[src/core/gpm_pkg.sv]
package gpm_pkg;

  // ------------------------------------------------------------------
  // Action codes
  // ------------------------------------------------------------------
  localparam logic [1:0] UNB_ACT_NONE     = 2'h0;
  localparam logic [1:0] UNB_ACT_SHUTDOWN = 2'h1;
  localparam logic [1:0] UNB_ACT_LOADDUMP = 2'h2;
  localparam logic [1:0] UNB_ACT_WARNING  = 2'h3;
  localparam logic       OC_ACT_SHUTDOWN  = 1'h0;
  localparam logic       OC_ACT_LOADDUMP  = 1'h1;

  // ------------------------------------------------------------------
  // Voltage set selection
  // ------------------------------------------------------------------
  localparam logic [1:0] VSET_PRIMARY   = 2'h0;
  localparam logic [1:0] VSET_SECONDARY = 2'h1;
  localparam logic [1:0] VSET_TERTIARY  = 2'h2;

  // ------------------------------------------------------------------
  // Topology codes
  // ------------------------------------------------------------------
  localparam logic [2:0] TOPO_2PH_L1L2   = 3'h0;
  localparam logic [2:0] TOPO_2PH_L1L3   = 3'h1;
  localparam logic [2:0] TOPO_3W2CT_L1L2 = 3'h2;
  localparam logic [2:0] TOPO_RESERVED   = 3'h3;
  localparam logic [2:0] TOPO_3W2CT_L1L3 = 3'h4;
  localparam logic [2:0] TOPO_4W_STAR    = 3'h5;
  localparam logic [2:0] TOPO_4W_DELTA   = 3'h6;
  localparam logic [2:0] TOPO_1PH        = 3'h7;
  localparam logic [2:0] TOPO_RESET      = TOPO_4W_STAR;

  // ------------------------------------------------------------------
  // Arithmetic and timing constants
  // ------------------------------------------------------------------
  localparam logic [31:0] UNB_SCALE     = 32'h0000_03E8;
  localparam logic [7:0]  OC_TRIP_UNITS = 8'h40;
  localparam logic [15:0] SEC_PER_MIN   = 16'h003C;
  localparam logic [15:0] GAP_SAT       = 16'hFFFF;
  localparam logic [15:0] CNT_RESET     = 16'h0000;

endpackage

[src/core/gpm_monitor.sv]
// What this block does
// - Flag current unbalance beyond limit in tenths of a percent; zero disables
// - Unbalance action code: none, shutdown, loaddump, warning
// - Reverse power warning above kW limit; zero disables
// - Reverse power loaddump above separate kW limit, only while the warning limit is nonzero
// - Reverse power fault only after timer persists
// - Overcurrent fault on load above limit; zero disables
// - Secondary/tertiary voltage set selects limit two/three
// - Overcurrent action: 0 shutdown, 1 loaddump
// - Time multiplier scales overcurrent reaction speed
// - Overload loaddump on load above kW limit
// - Overload fault only after overload timer persists
// - Load-shed relay off below low limit
// - Load-shed relay on above high limit
// - Minimum spacing between two load-add pulses
// - Load-add held off after load-subtract pulse
// - Mains waiting time before dropping genset contactor
// - Decode mains topology code, default five
// - Decode genset topology code, same encoding
// - Shutdown alarm stops the engine
`timescale 1ns/1ps
module gpm_monitor #(
  parameter int CUR_W = 16,
  parameter int KW_W  = 16
) (
  input  wire logic                   clock,
  input  wire logic                   rst_b,
  input  wire logic                   sec_tick,
  input  wire logic [CUR_W-1:0]       cur_l1,
  input  wire logic [CUR_W-1:0]       cur_l2,
  input  wire logic [CUR_W-1:0]       cur_l3,
  input  wire logic signed [KW_W:0]   power_kw,
  input  wire logic                   gen_on_load,
  input  wire logic                   mains_ok,
  input  wire logic                   gen_contactor_req,
  input  wire logic                   load_add_req,
  input  wire logic                   load_sub_req,
  input  wire logic [9:0]             unb_limit,
  input  wire logic [1:0]             unb_action,
  input  wire logic [KW_W-1:0]        rp_warn_kw,
  input  wire logic [KW_W-1:0]        rp_ldump_kw,
  input  wire logic [6:0]             rp_timer_s,
  input  wire logic [CUR_W-1:0]       oc_limit1,
  input  wire logic [CUR_W-1:0]       oc_limit2,
  input  wire logic [CUR_W-1:0]       oc_limit3,
  input  wire logic [1:0]             volt_set,
  input  wire logic                   oc_action,
  input  wire logic [6:0]             oc_time_mult,
  input  wire logic [KW_W-1:0]        ol_limit_kw,
  input  wire logic [6:0]             ol_timer_s,
  input  wire logic [KW_W-1:0]        shed_low_kw,
  input  wire logic [KW_W-1:0]        shed_high_kw,
  input  wire logic [7:0]             add_delay_s,
  input  wire logic [6:0]             sub_add_delay_min,
  input  wire logic [15:0]            mains_wait_s,
  input  wire logic                   mains_topo_wr,
  input  wire logic                   gen_topo_wr,
  input  wire logic [2:0]             topo_wdata,
  output logic                        unb_fault,
  output logic                        rp_warning,
  output logic                        rp_loaddump,
  output logic                        oc_fault,
  output logic                        ol_fault,
  output logic                        alarm_warning,
  output logic                        alarm_loaddump,
  output logic                        alarm_shutdown,
  output logic                        engine_stop,
  output logic                        shed_relay,
  output logic                        load_add_pulse,
  output logic                        load_sub_pulse,
  output logic                        gen_contactor,
  output logic [2:0]                  mains_topo,
  output logic [2:0]                  gen_topo,
  output logic [1:0]                  mains_phases,
  output logic [1:0]                  mains_cts,
  output logic [1:0]                  gen_phases,
  output logic [1:0]                  gen_cts
);

  // ------------------------------------------------------------------
  // Functions
  // ------------------------------------------------------------------
  // Compares |3x - sum| * 1000 against limit * sum, i.e. deviation from
  // the mean in tenths of a percent, without any divider.
  function automatic logic unb_over(input logic [CUR_W-1:0] x, input logic [31:0] sum,
                                    input logic [9:0] lim);
    logic [31:0] x3;
    logic [31:0] dev;
    x3  = 32'(x) * 32'h0000_0003;
    dev = (x3 > sum) ? (x3 - sum) : (sum - x3);
    return (dev * gpm_pkg::UNB_SCALE) > (32'(lim) * sum);
  endfunction

  // Seconds persistence counter; clears whenever the condition drops.
  function automatic logic [15:0] persist(input logic cond, input logic tick,
                                          input logic [15:0] cnt, input logic [15:0] lim);
    if (!cond) begin
      return gpm_pkg::CNT_RESET;
    end
    return (tick && cnt < lim) ? cnt + 16'h0001 : cnt;
  endfunction

  // Saturating seconds counter since an event.
  function automatic logic [15:0] gap_inc(input logic tick, input logic [15:0] cnt);
    return (tick && cnt != gpm_pkg::GAP_SAT) ? cnt + 16'h0001 : cnt;
  endfunction

  function automatic logic [1:0] topo_phases(input logic [2:0] t);
    case (t)
      gpm_pkg::TOPO_2PH_L1L2, gpm_pkg::TOPO_2PH_L1L3: return 2'h2;
      gpm_pkg::TOPO_1PH:                               return 2'h1;
      default:                                         return 2'h3;
    endcase
  endfunction

  function automatic logic [1:0] topo_cts(input logic [2:0] t);
    case (t)
      gpm_pkg::TOPO_2PH_L1L2, gpm_pkg::TOPO_2PH_L1L3,
      gpm_pkg::TOPO_3W2CT_L1L2, gpm_pkg::TOPO_3W2CT_L1L3: return 2'h2;
      gpm_pkg::TOPO_1PH:                                    return 2'h1;
      default:                                              return 2'h3;
    endcase
  endfunction

  // ------------------------------------------------------------------
  // State
  // ------------------------------------------------------------------
  logic [15:0] rp_cnt_r;
  logic [15:0] ol_cnt_r;
  logic [15:0] mains_cnt_r;
  logic [15:0] add_gap_r;
  logic [15:0] sub_gap_r;
  logic [7:0]  oc_acc_r;
  logic        shed_r;

  // ------------------------------------------------------------------
  // Current unbalance
  // ------------------------------------------------------------------
  wire [31:0] cur_sum = 32'(cur_l1) + 32'(cur_l2) + 32'(cur_l3);
  wire unb_det = (unb_limit != 10'h000) && (cur_sum != 32'h0) &&
                 (unb_over(cur_l1, cur_sum, unb_limit) || unb_over(cur_l2, cur_sum, unb_limit) ||
                  unb_over(cur_l3, cur_sum, unb_limit));
  wire unb_sd   = unb_det && (unb_action == gpm_pkg::UNB_ACT_SHUTDOWN);
  wire unb_ld   = unb_det && (unb_action == gpm_pkg::UNB_ACT_LOADDUMP);
  wire unb_wn   = unb_det && (unb_action == gpm_pkg::UNB_ACT_WARNING);

  // ------------------------------------------------------------------
  // Reverse power
  // ------------------------------------------------------------------
  wire              pwr_neg = power_kw < 0;
  wire [KW_W:0]     rev_mag = pwr_neg ? (KW_W+1)'(-power_kw) : '0;
  wire              rp_en   = rp_warn_kw != '0;
  wire rp_w_over = rp_en && pwr_neg && (rev_mag > {1'b0, rp_warn_kw});
  wire rp_l_over = rp_en && pwr_neg && (rp_ldump_kw != '0) && (rev_mag > {1'b0, rp_ldump_kw});
  wire [15:0] rp_cnt_nxt = persist(rp_w_over || rp_l_over, sec_tick, rp_cnt_r, 16'(rp_timer_s));
  wire rp_done = rp_cnt_r >= 16'(rp_timer_s);

  // ------------------------------------------------------------------
  // Overcurrent
  // ------------------------------------------------------------------
  wire [CUR_W-1:0] oc_lim = (volt_set == gpm_pkg::VSET_SECONDARY) ? oc_limit2 :
                            (volt_set == gpm_pkg::VSET_TERTIARY)  ? oc_limit3 : oc_limit1;
  wire oc_over = gen_on_load && (oc_lim != '0) &&
                 ((cur_l1 > oc_lim) || (cur_l2 > oc_lim) || (cur_l3 > oc_lim));
  wire [8:0] oc_sum = {1'b0, oc_acc_r} + {2'b00, oc_time_mult};
  // Accumulates the multiplier each second; a larger multiplier trips sooner
  wire [7:0] oc_acc_nxt = !oc_over ? 8'h00 :
                          (sec_tick && oc_acc_r < gpm_pkg::OC_TRIP_UNITS) ?
                          ((oc_sum > {1'b0, gpm_pkg::OC_TRIP_UNITS}) ? gpm_pkg::OC_TRIP_UNITS : oc_sum[7:0]) :
                          oc_acc_r;
  wire oc_det = oc_over && (oc_acc_r >= gpm_pkg::OC_TRIP_UNITS);

  // ------------------------------------------------------------------
  // Overload
  // ------------------------------------------------------------------
  wire ol_over = gen_on_load && (ol_limit_kw != '0) && !pwr_neg &&
                 (power_kw > $signed({1'b0, ol_limit_kw}));
  wire [15:0] ol_cnt_nxt = persist(ol_over, sec_tick, ol_cnt_r, 16'(ol_timer_s));
  wire ol_det = ol_over && (ol_cnt_r >= 16'(ol_timer_s));

  // ------------------------------------------------------------------
  // Alarm collection
  // ------------------------------------------------------------------
  wire rp_w_det = rp_w_over && rp_done;
  wire rp_l_det = rp_l_over && rp_done;
  wire sd_nxt = unb_sd || (oc_det && oc_action == gpm_pkg::OC_ACT_SHUTDOWN);
  wire ld_nxt = unb_ld || (oc_det && oc_action == gpm_pkg::OC_ACT_LOADDUMP) || ol_det || rp_l_det;
  wire wn_nxt = unb_wn || rp_w_det;

  // ------------------------------------------------------------------
  // Load shedding
  // ------------------------------------------------------------------
  // High test wins if limits are misordered, so the relay never chatters
  wire shed_nxt = (power_kw > $signed({1'b0, shed_high_kw})) ? 1'b1 :
                  (power_kw < $signed({1'b0, shed_low_kw}))  ? 1'b0 :
                  shed_r;
  wire [15:0] sub_need = 16'(sub_add_delay_min) * gpm_pkg::SEC_PER_MIN;
  wire add_ok   = (add_gap_r >= 16'(add_delay_s)) && (sub_gap_r >= sub_need);
  // Subtract has priority: a simultaneous add request waits
  wire sub_go   = load_sub_req;
  wire add_go   = load_add_req && add_ok && !sub_go;
  wire [15:0] add_gap_nxt = add_go ? 16'h0000 : gap_inc(sec_tick, add_gap_r);
  wire [15:0] sub_gap_nxt = sub_go ? 16'h0000 : gap_inc(sec_tick, sub_gap_r);

  // ------------------------------------------------------------------
  // Mains return
  // ------------------------------------------------------------------
  wire [15:0] mains_cnt_nxt = persist(mains_ok, sec_tick, mains_cnt_r, mains_wait_s);
  wire mains_back   = mains_ok && (mains_cnt_r >= mains_wait_s);
  wire gen_con_nxt  = gen_contactor_req && !mains_back;

  // ------------------------------------------------------------------
  // Registers
  // ------------------------------------------------------------------
  always_ff @(posedge clock or negedge rst_b) begin
    if (!rst_b) begin
      rp_cnt_r    <= gpm_pkg::CNT_RESET;
      ol_cnt_r    <= gpm_pkg::CNT_RESET;
      mains_cnt_r <= gpm_pkg::CNT_RESET;
      oc_acc_r    <= 8'h00;
      add_gap_r   <= gpm_pkg::GAP_SAT;
      sub_gap_r   <= gpm_pkg::GAP_SAT;
      shed_r      <= 1'b0;
    end else begin
      rp_cnt_r    <= rp_cnt_nxt;
      ol_cnt_r    <= ol_cnt_nxt;
      mains_cnt_r <= mains_cnt_nxt;
      oc_acc_r    <= oc_acc_nxt;
      add_gap_r   <= add_gap_nxt;
      sub_gap_r   <= sub_gap_nxt;
      shed_r      <= shed_nxt;
    end
  end

  always_ff @(posedge clock or negedge rst_b) begin
    if (!rst_b) begin
      unb_fault      <= 1'b0;
      rp_warning     <= 1'b0;
      rp_loaddump    <= 1'b0;
      oc_fault       <= 1'b0;
      ol_fault       <= 1'b0;
      alarm_warning  <= 1'b0;
      alarm_loaddump <= 1'b0;
      alarm_shutdown <= 1'b0;
      engine_stop    <= 1'b0;
      load_add_pulse <= 1'b0;
      load_sub_pulse <= 1'b0;
      gen_contactor  <= 1'b0;
    end else begin
      unb_fault      <= unb_det;
      rp_warning     <= rp_w_det;
      rp_loaddump    <= rp_l_det;
      oc_fault       <= oc_det;
      ol_fault       <= ol_det;
      alarm_warning  <= wn_nxt;
      alarm_loaddump <= ld_nxt;
      alarm_shutdown <= sd_nxt;
      engine_stop    <= sd_nxt;
      load_add_pulse <= add_go;
      load_sub_pulse <= sub_go;
      gen_contactor  <= gen_con_nxt;
    end
  end

  // ------------------------------------------------------------------
  // Topology
  // ------------------------------------------------------------------
  always_ff @(posedge clock or negedge rst_b) begin
    if (!rst_b) begin
      mains_topo <= gpm_pkg::TOPO_RESET;
      gen_topo   <= gpm_pkg::TOPO_RESET;
    end else begin
      if (mains_topo_wr && topo_wdata != gpm_pkg::TOPO_RESERVED) begin
        mains_topo <= topo_wdata;
      end
      if (gen_topo_wr && topo_wdata != gpm_pkg::TOPO_RESERVED) begin
        gen_topo <= topo_wdata;
      end
    end
  end

  assign shed_relay   = shed_r;
  assign mains_phases = topo_phases(mains_topo);
  assign mains_cts    = topo_cts(mains_topo);
  assign gen_phases   = topo_phases(gen_topo);
  assign gen_cts      = topo_cts(gen_topo);
endmodule

[config.mk]
export PLATFORM = sky130hd
export DESIGN_NAME = gpm_monitor
export DESIGN_NICKNAME = d
export VERILOG_FILES = /design/src/core/gpm_pkg.sv /design/src/core/gpm_monitor.sv
export SDC_FILE = /design/constraint.sdc
export NUM_CORES = 2
export LEC_CHECK = 0
export BUFFER_PORTS_ARGS = -buffer_cell sky130_fd_sc_hd__buf_4
export CORE_MARGIN = 3
export CORE_UTILIZATION = 45
export DETAILED_ROUTE_END_ITERATION = 7
export PLACE_DENSITY = 0.66
export SYNTH_ARGS = -nofsm -noshare
export SYNTH_HDL_FRONTEND = slang
export SYNTH_SLANG_ARGS = --single-unit
[constraint.sdc]
create_clock -name clock -period 7.9 [get_ports clock]
set_input_delay 0.395 -clock clock [delete_from_list [all_inputs] [get_ports clock]]
set_output_delay 0.395 -clock clock [all_outputs]
set_load 0.02 [all_outputs]
==> flow_summary.yaml <==
clocking:
  numCtsBuffers: 9
  cts_tree: "done"
  clk_pin_slew_ns: 0.08
  cts_max_level: 3
  clock_latency_ns: 0.36
  cts_buffer_depth: 2
  cts_root_buffer: "clkbuf_16"
  holdBufCountCts: 0
  clkSinkCount: 106
sta:
  slew_viol_final: 0
  fin_crit_ns: 11.77
  max_freq_mhz: 84.9
  final.period_utilization_pct: 149
  worst_pin_slew_ns: 1.27
  finClkSkew_ns: 0.0104
  finalHoldViolations: 0
  setup-violations-final: 4
  relSlewSlack_pct: 14.5
  fin_ws_ns: -3.87
  rsz0062_at_grt: "true"
global_route:
  grt_use_total_pct: 28.6
  grt-ovfl-total: 0
  grt_pass1_vias: 35500
  antenna_found_initial: 7
  grt_max_degree: 64
  grt_pass1_wl_microns: 189000
setup_path:
  cp.arrival_ns: 11.96
  critPathRequiredTime_ns: 8.09
  critPathLaunchType: "primary input"
  crit_buf_inv: 10
  endpoint_kind: "flip-flop"
  critical-path-max-stage-delay_ns: 0.57
  criticalPathCategory: "in2reg"
  path_max_fanout: 4
  cp_top_family: "compound AO/OA/AOI/OAI gates"
  slowest_stage: "fa_2"
  critPathMostFrequentCell: "a21oi_2"
yosys:
  async_flop_share_pct: 100
  syn_area_per_cell_sq_um: 8.35
  seq_area_frac_synth_pct: 7.50
  yosysUniqueCellTypes: 103
  post-synth-top-area-cell: "ha_1"
  synth_edf_count: 0
  synthFlopType: "dfrtp_1"
  synth_area_leaders: "ha_1, fa_1, inv_1"
  yosysWarnings: 0
  synth_top_area_share_pct: 22.6
  synthCells: 4310
  ys_ff_latch: 106
  synth_nets: 5581
  syn_area_sq_um: 36000
cells_and_area:
  nNetsFinal: 6861
  drive_gt1_share_pct: 30.5
  area_delta_synth_final_pct: 36.2
  fillers: 7031
floorplan:
  ios: 300
  core_sq_um: 79100
  die_h_microns: 289
  die_w_microns: 289
  row_count: 103
  die_area_sq_um: 83400
  initial_core_util_pct: 45.5
place:
  place_hpwl_microns: 107000
  portBuffers: 299
  place_congestion: 0.969
  preCtsSetupSlack_ns: -4.56
route:
  ant_nets: 0
  wl_per_cell_microns: 18.2
  drc: 0
  wl_microns: 121000
  vias: 35100
  routed_via_density: 5.28
  first_iter_violations: 1838
  firstDrtPassIters: 6
hold_path:
  hold_path_class: "in2async"
outcome:
  violations: "negative setup slack"
  status: "finished, violations left"
run:
  maxCapViolations: 0
-- area by class of cell --
type                            instances  area, sq um  area share [%]
Multi-Input combinational cell       3396        31600            64.5
Sequential cell                       106         2700            5.50
Timing Repair Buffer                 1362        10400            21.2
Clock buffer                           11          254           0.518
Clock inverter                          5         51.3           0.105
Tap cell                             1050         1310            2.68
Inverter                              715         2700            5.51
Antenna cell                            5         12.5          0.0255
-- path summary, 6_finish.rpt --
path | end | slack, ns | start | cells after the start
setup / recovery | alarm_warning | -3.87 | cur_l1[2] | 57
hold / removal | load_sub_pulse | 0.02 | rst_b | 1
setup reg to reg | mains_cnt_r[15] | 3.62 | mains_cnt_r[1] | 15
hold reg to reg | ol_cnt_r[8] | 0.50 | ol_cnt_r[8] | 2
max in group asynchronous | mains_cnt_r[7] | 6.69 | rst_b | 2
min in group clock | gen_topo[0] | 0.22 | gen_topo_wr | 2
-- routing by layer --
metal	GRT usage, %	up-vias	share of wire (%)
met5	0	-	0
met4	8.37	0	3.5
met3	3.15	162	5.0
met2	51.1	880	49
met1	36.4	16900	43
li1	-	17200	-
-- cell families (layout without fill, tap and decap cells) --
kind of cell	after synthesis	count (layout)	synth area share (%)
flops	106	106	7.50
simple gates	1063	1064	14.8
compound gates	938	938	17.1
fa+ha+maj	1009	1009	42.2
buf+inv	809	2093	8.57
other cells	0	5	0
mux	71	71	2.05
xor+xnor	314	314	7.77
-- flip-flops by register name, indices dropped and copies added, names as in the netlist, 3 cells and up --
| name | count |
|---|---|
| mains_topo | 3 |
| oc_acc_r | 8 |
| sub_gap_r | 16 |
| rp_cnt_r | 16 |
| gen_topo | 3 |
| ol_cnt_r | 16 |
| mains_cnt_r | 16 |
| add_gap_r | 16 |
-- worst reg2reg max path: cells and delay by family, from the launching register on --
| kind | cells | cell delay, ns |
|---|---|---|
| flops | 1 | 0.42 |
| fa+ha+maj | 1 | 0.30 |
| xor+xnor | 1 | 0.18 |
| simple gates | 5 | 1.50 |
| compound gates | 8 | 1.78 |
-- placed cells by master (no fill, tap or decap), drive strengths merged, types with 105 or more instances in the layout --
cell	instances
nor2	245
inv	718
and2	105
a21oi	277
a21o	152
nand2	286
o21ai	166
xor2	113
xnor2	201
ha	651
fa	347
buf	1362
-- per-stage QoR --
| stage | utilization (%) | hold slack [ns] | cell area, sq um | TNS, ns | cells |
|---|---|---|---|---|---|
| 2_1_floorplan | - | 0.0994 | 36500 | -14.27 | 4310 |
| 3_3_place_gp | 59.8 | 0.418 | 47300 | -16.88 | 6582 |
| 3_5_place_dp | 59.8 | 0.417 | 47300 | -18.13 | 6582 |
| 4_1_cts | 60.9 | 0.0307 | 48200 | -15.65 | 6617 |
| 5_1_grt | 62.0 | 0.0604 | 49000 | -17.22 | 6650 |
| 6_report | 62.0 | 0.0189 | 49000 | -15.36 | 6650 |
-- what timing repair did --
| item | 4_1_cts | 5_1_grt |
|---|---|---|
| pin swaps | 80 | 113 |
| setup endpoints to repair | 4 | 4 |
| gates cloned | 0 | 1 |
| gates resized for setup | 84 | 114 |
| setup buffers | 20 | 27 |
-- Yosys cell counts (10+ instances only) --
cell and instances:
o21ai_0 157, o22ai_1 14, and3_1 30, nand2b_1 51, maj3_1 10, xor2_1 113, dfstp_2 36, dfrtp_1 70
a211o_1 10, clkbuf_1 74, a211oi_1 29, a21boi_0 19, inv_1 711, nand4_1 70, or2_2 17, fa_1 347
nand3_1 66, nand2_1 286, a21oi_1 277, nor3_1 44, o21a_1 68, nor2_1 243, mux2_2 23, nor2b_1 54
or4_1 13, o21bai_1 43, mux2i_1 48, nor4_1 33, a21o_1 151, o2111ai_1 12, and2_1 105, xnor2_1 195
a31oi_1 22, o31ai_1 11, ha_1 651, or3_1 21
Power is not shown: default switching activity piles up to over one toggle a cycle in this logic, so the estimate is an artifact.
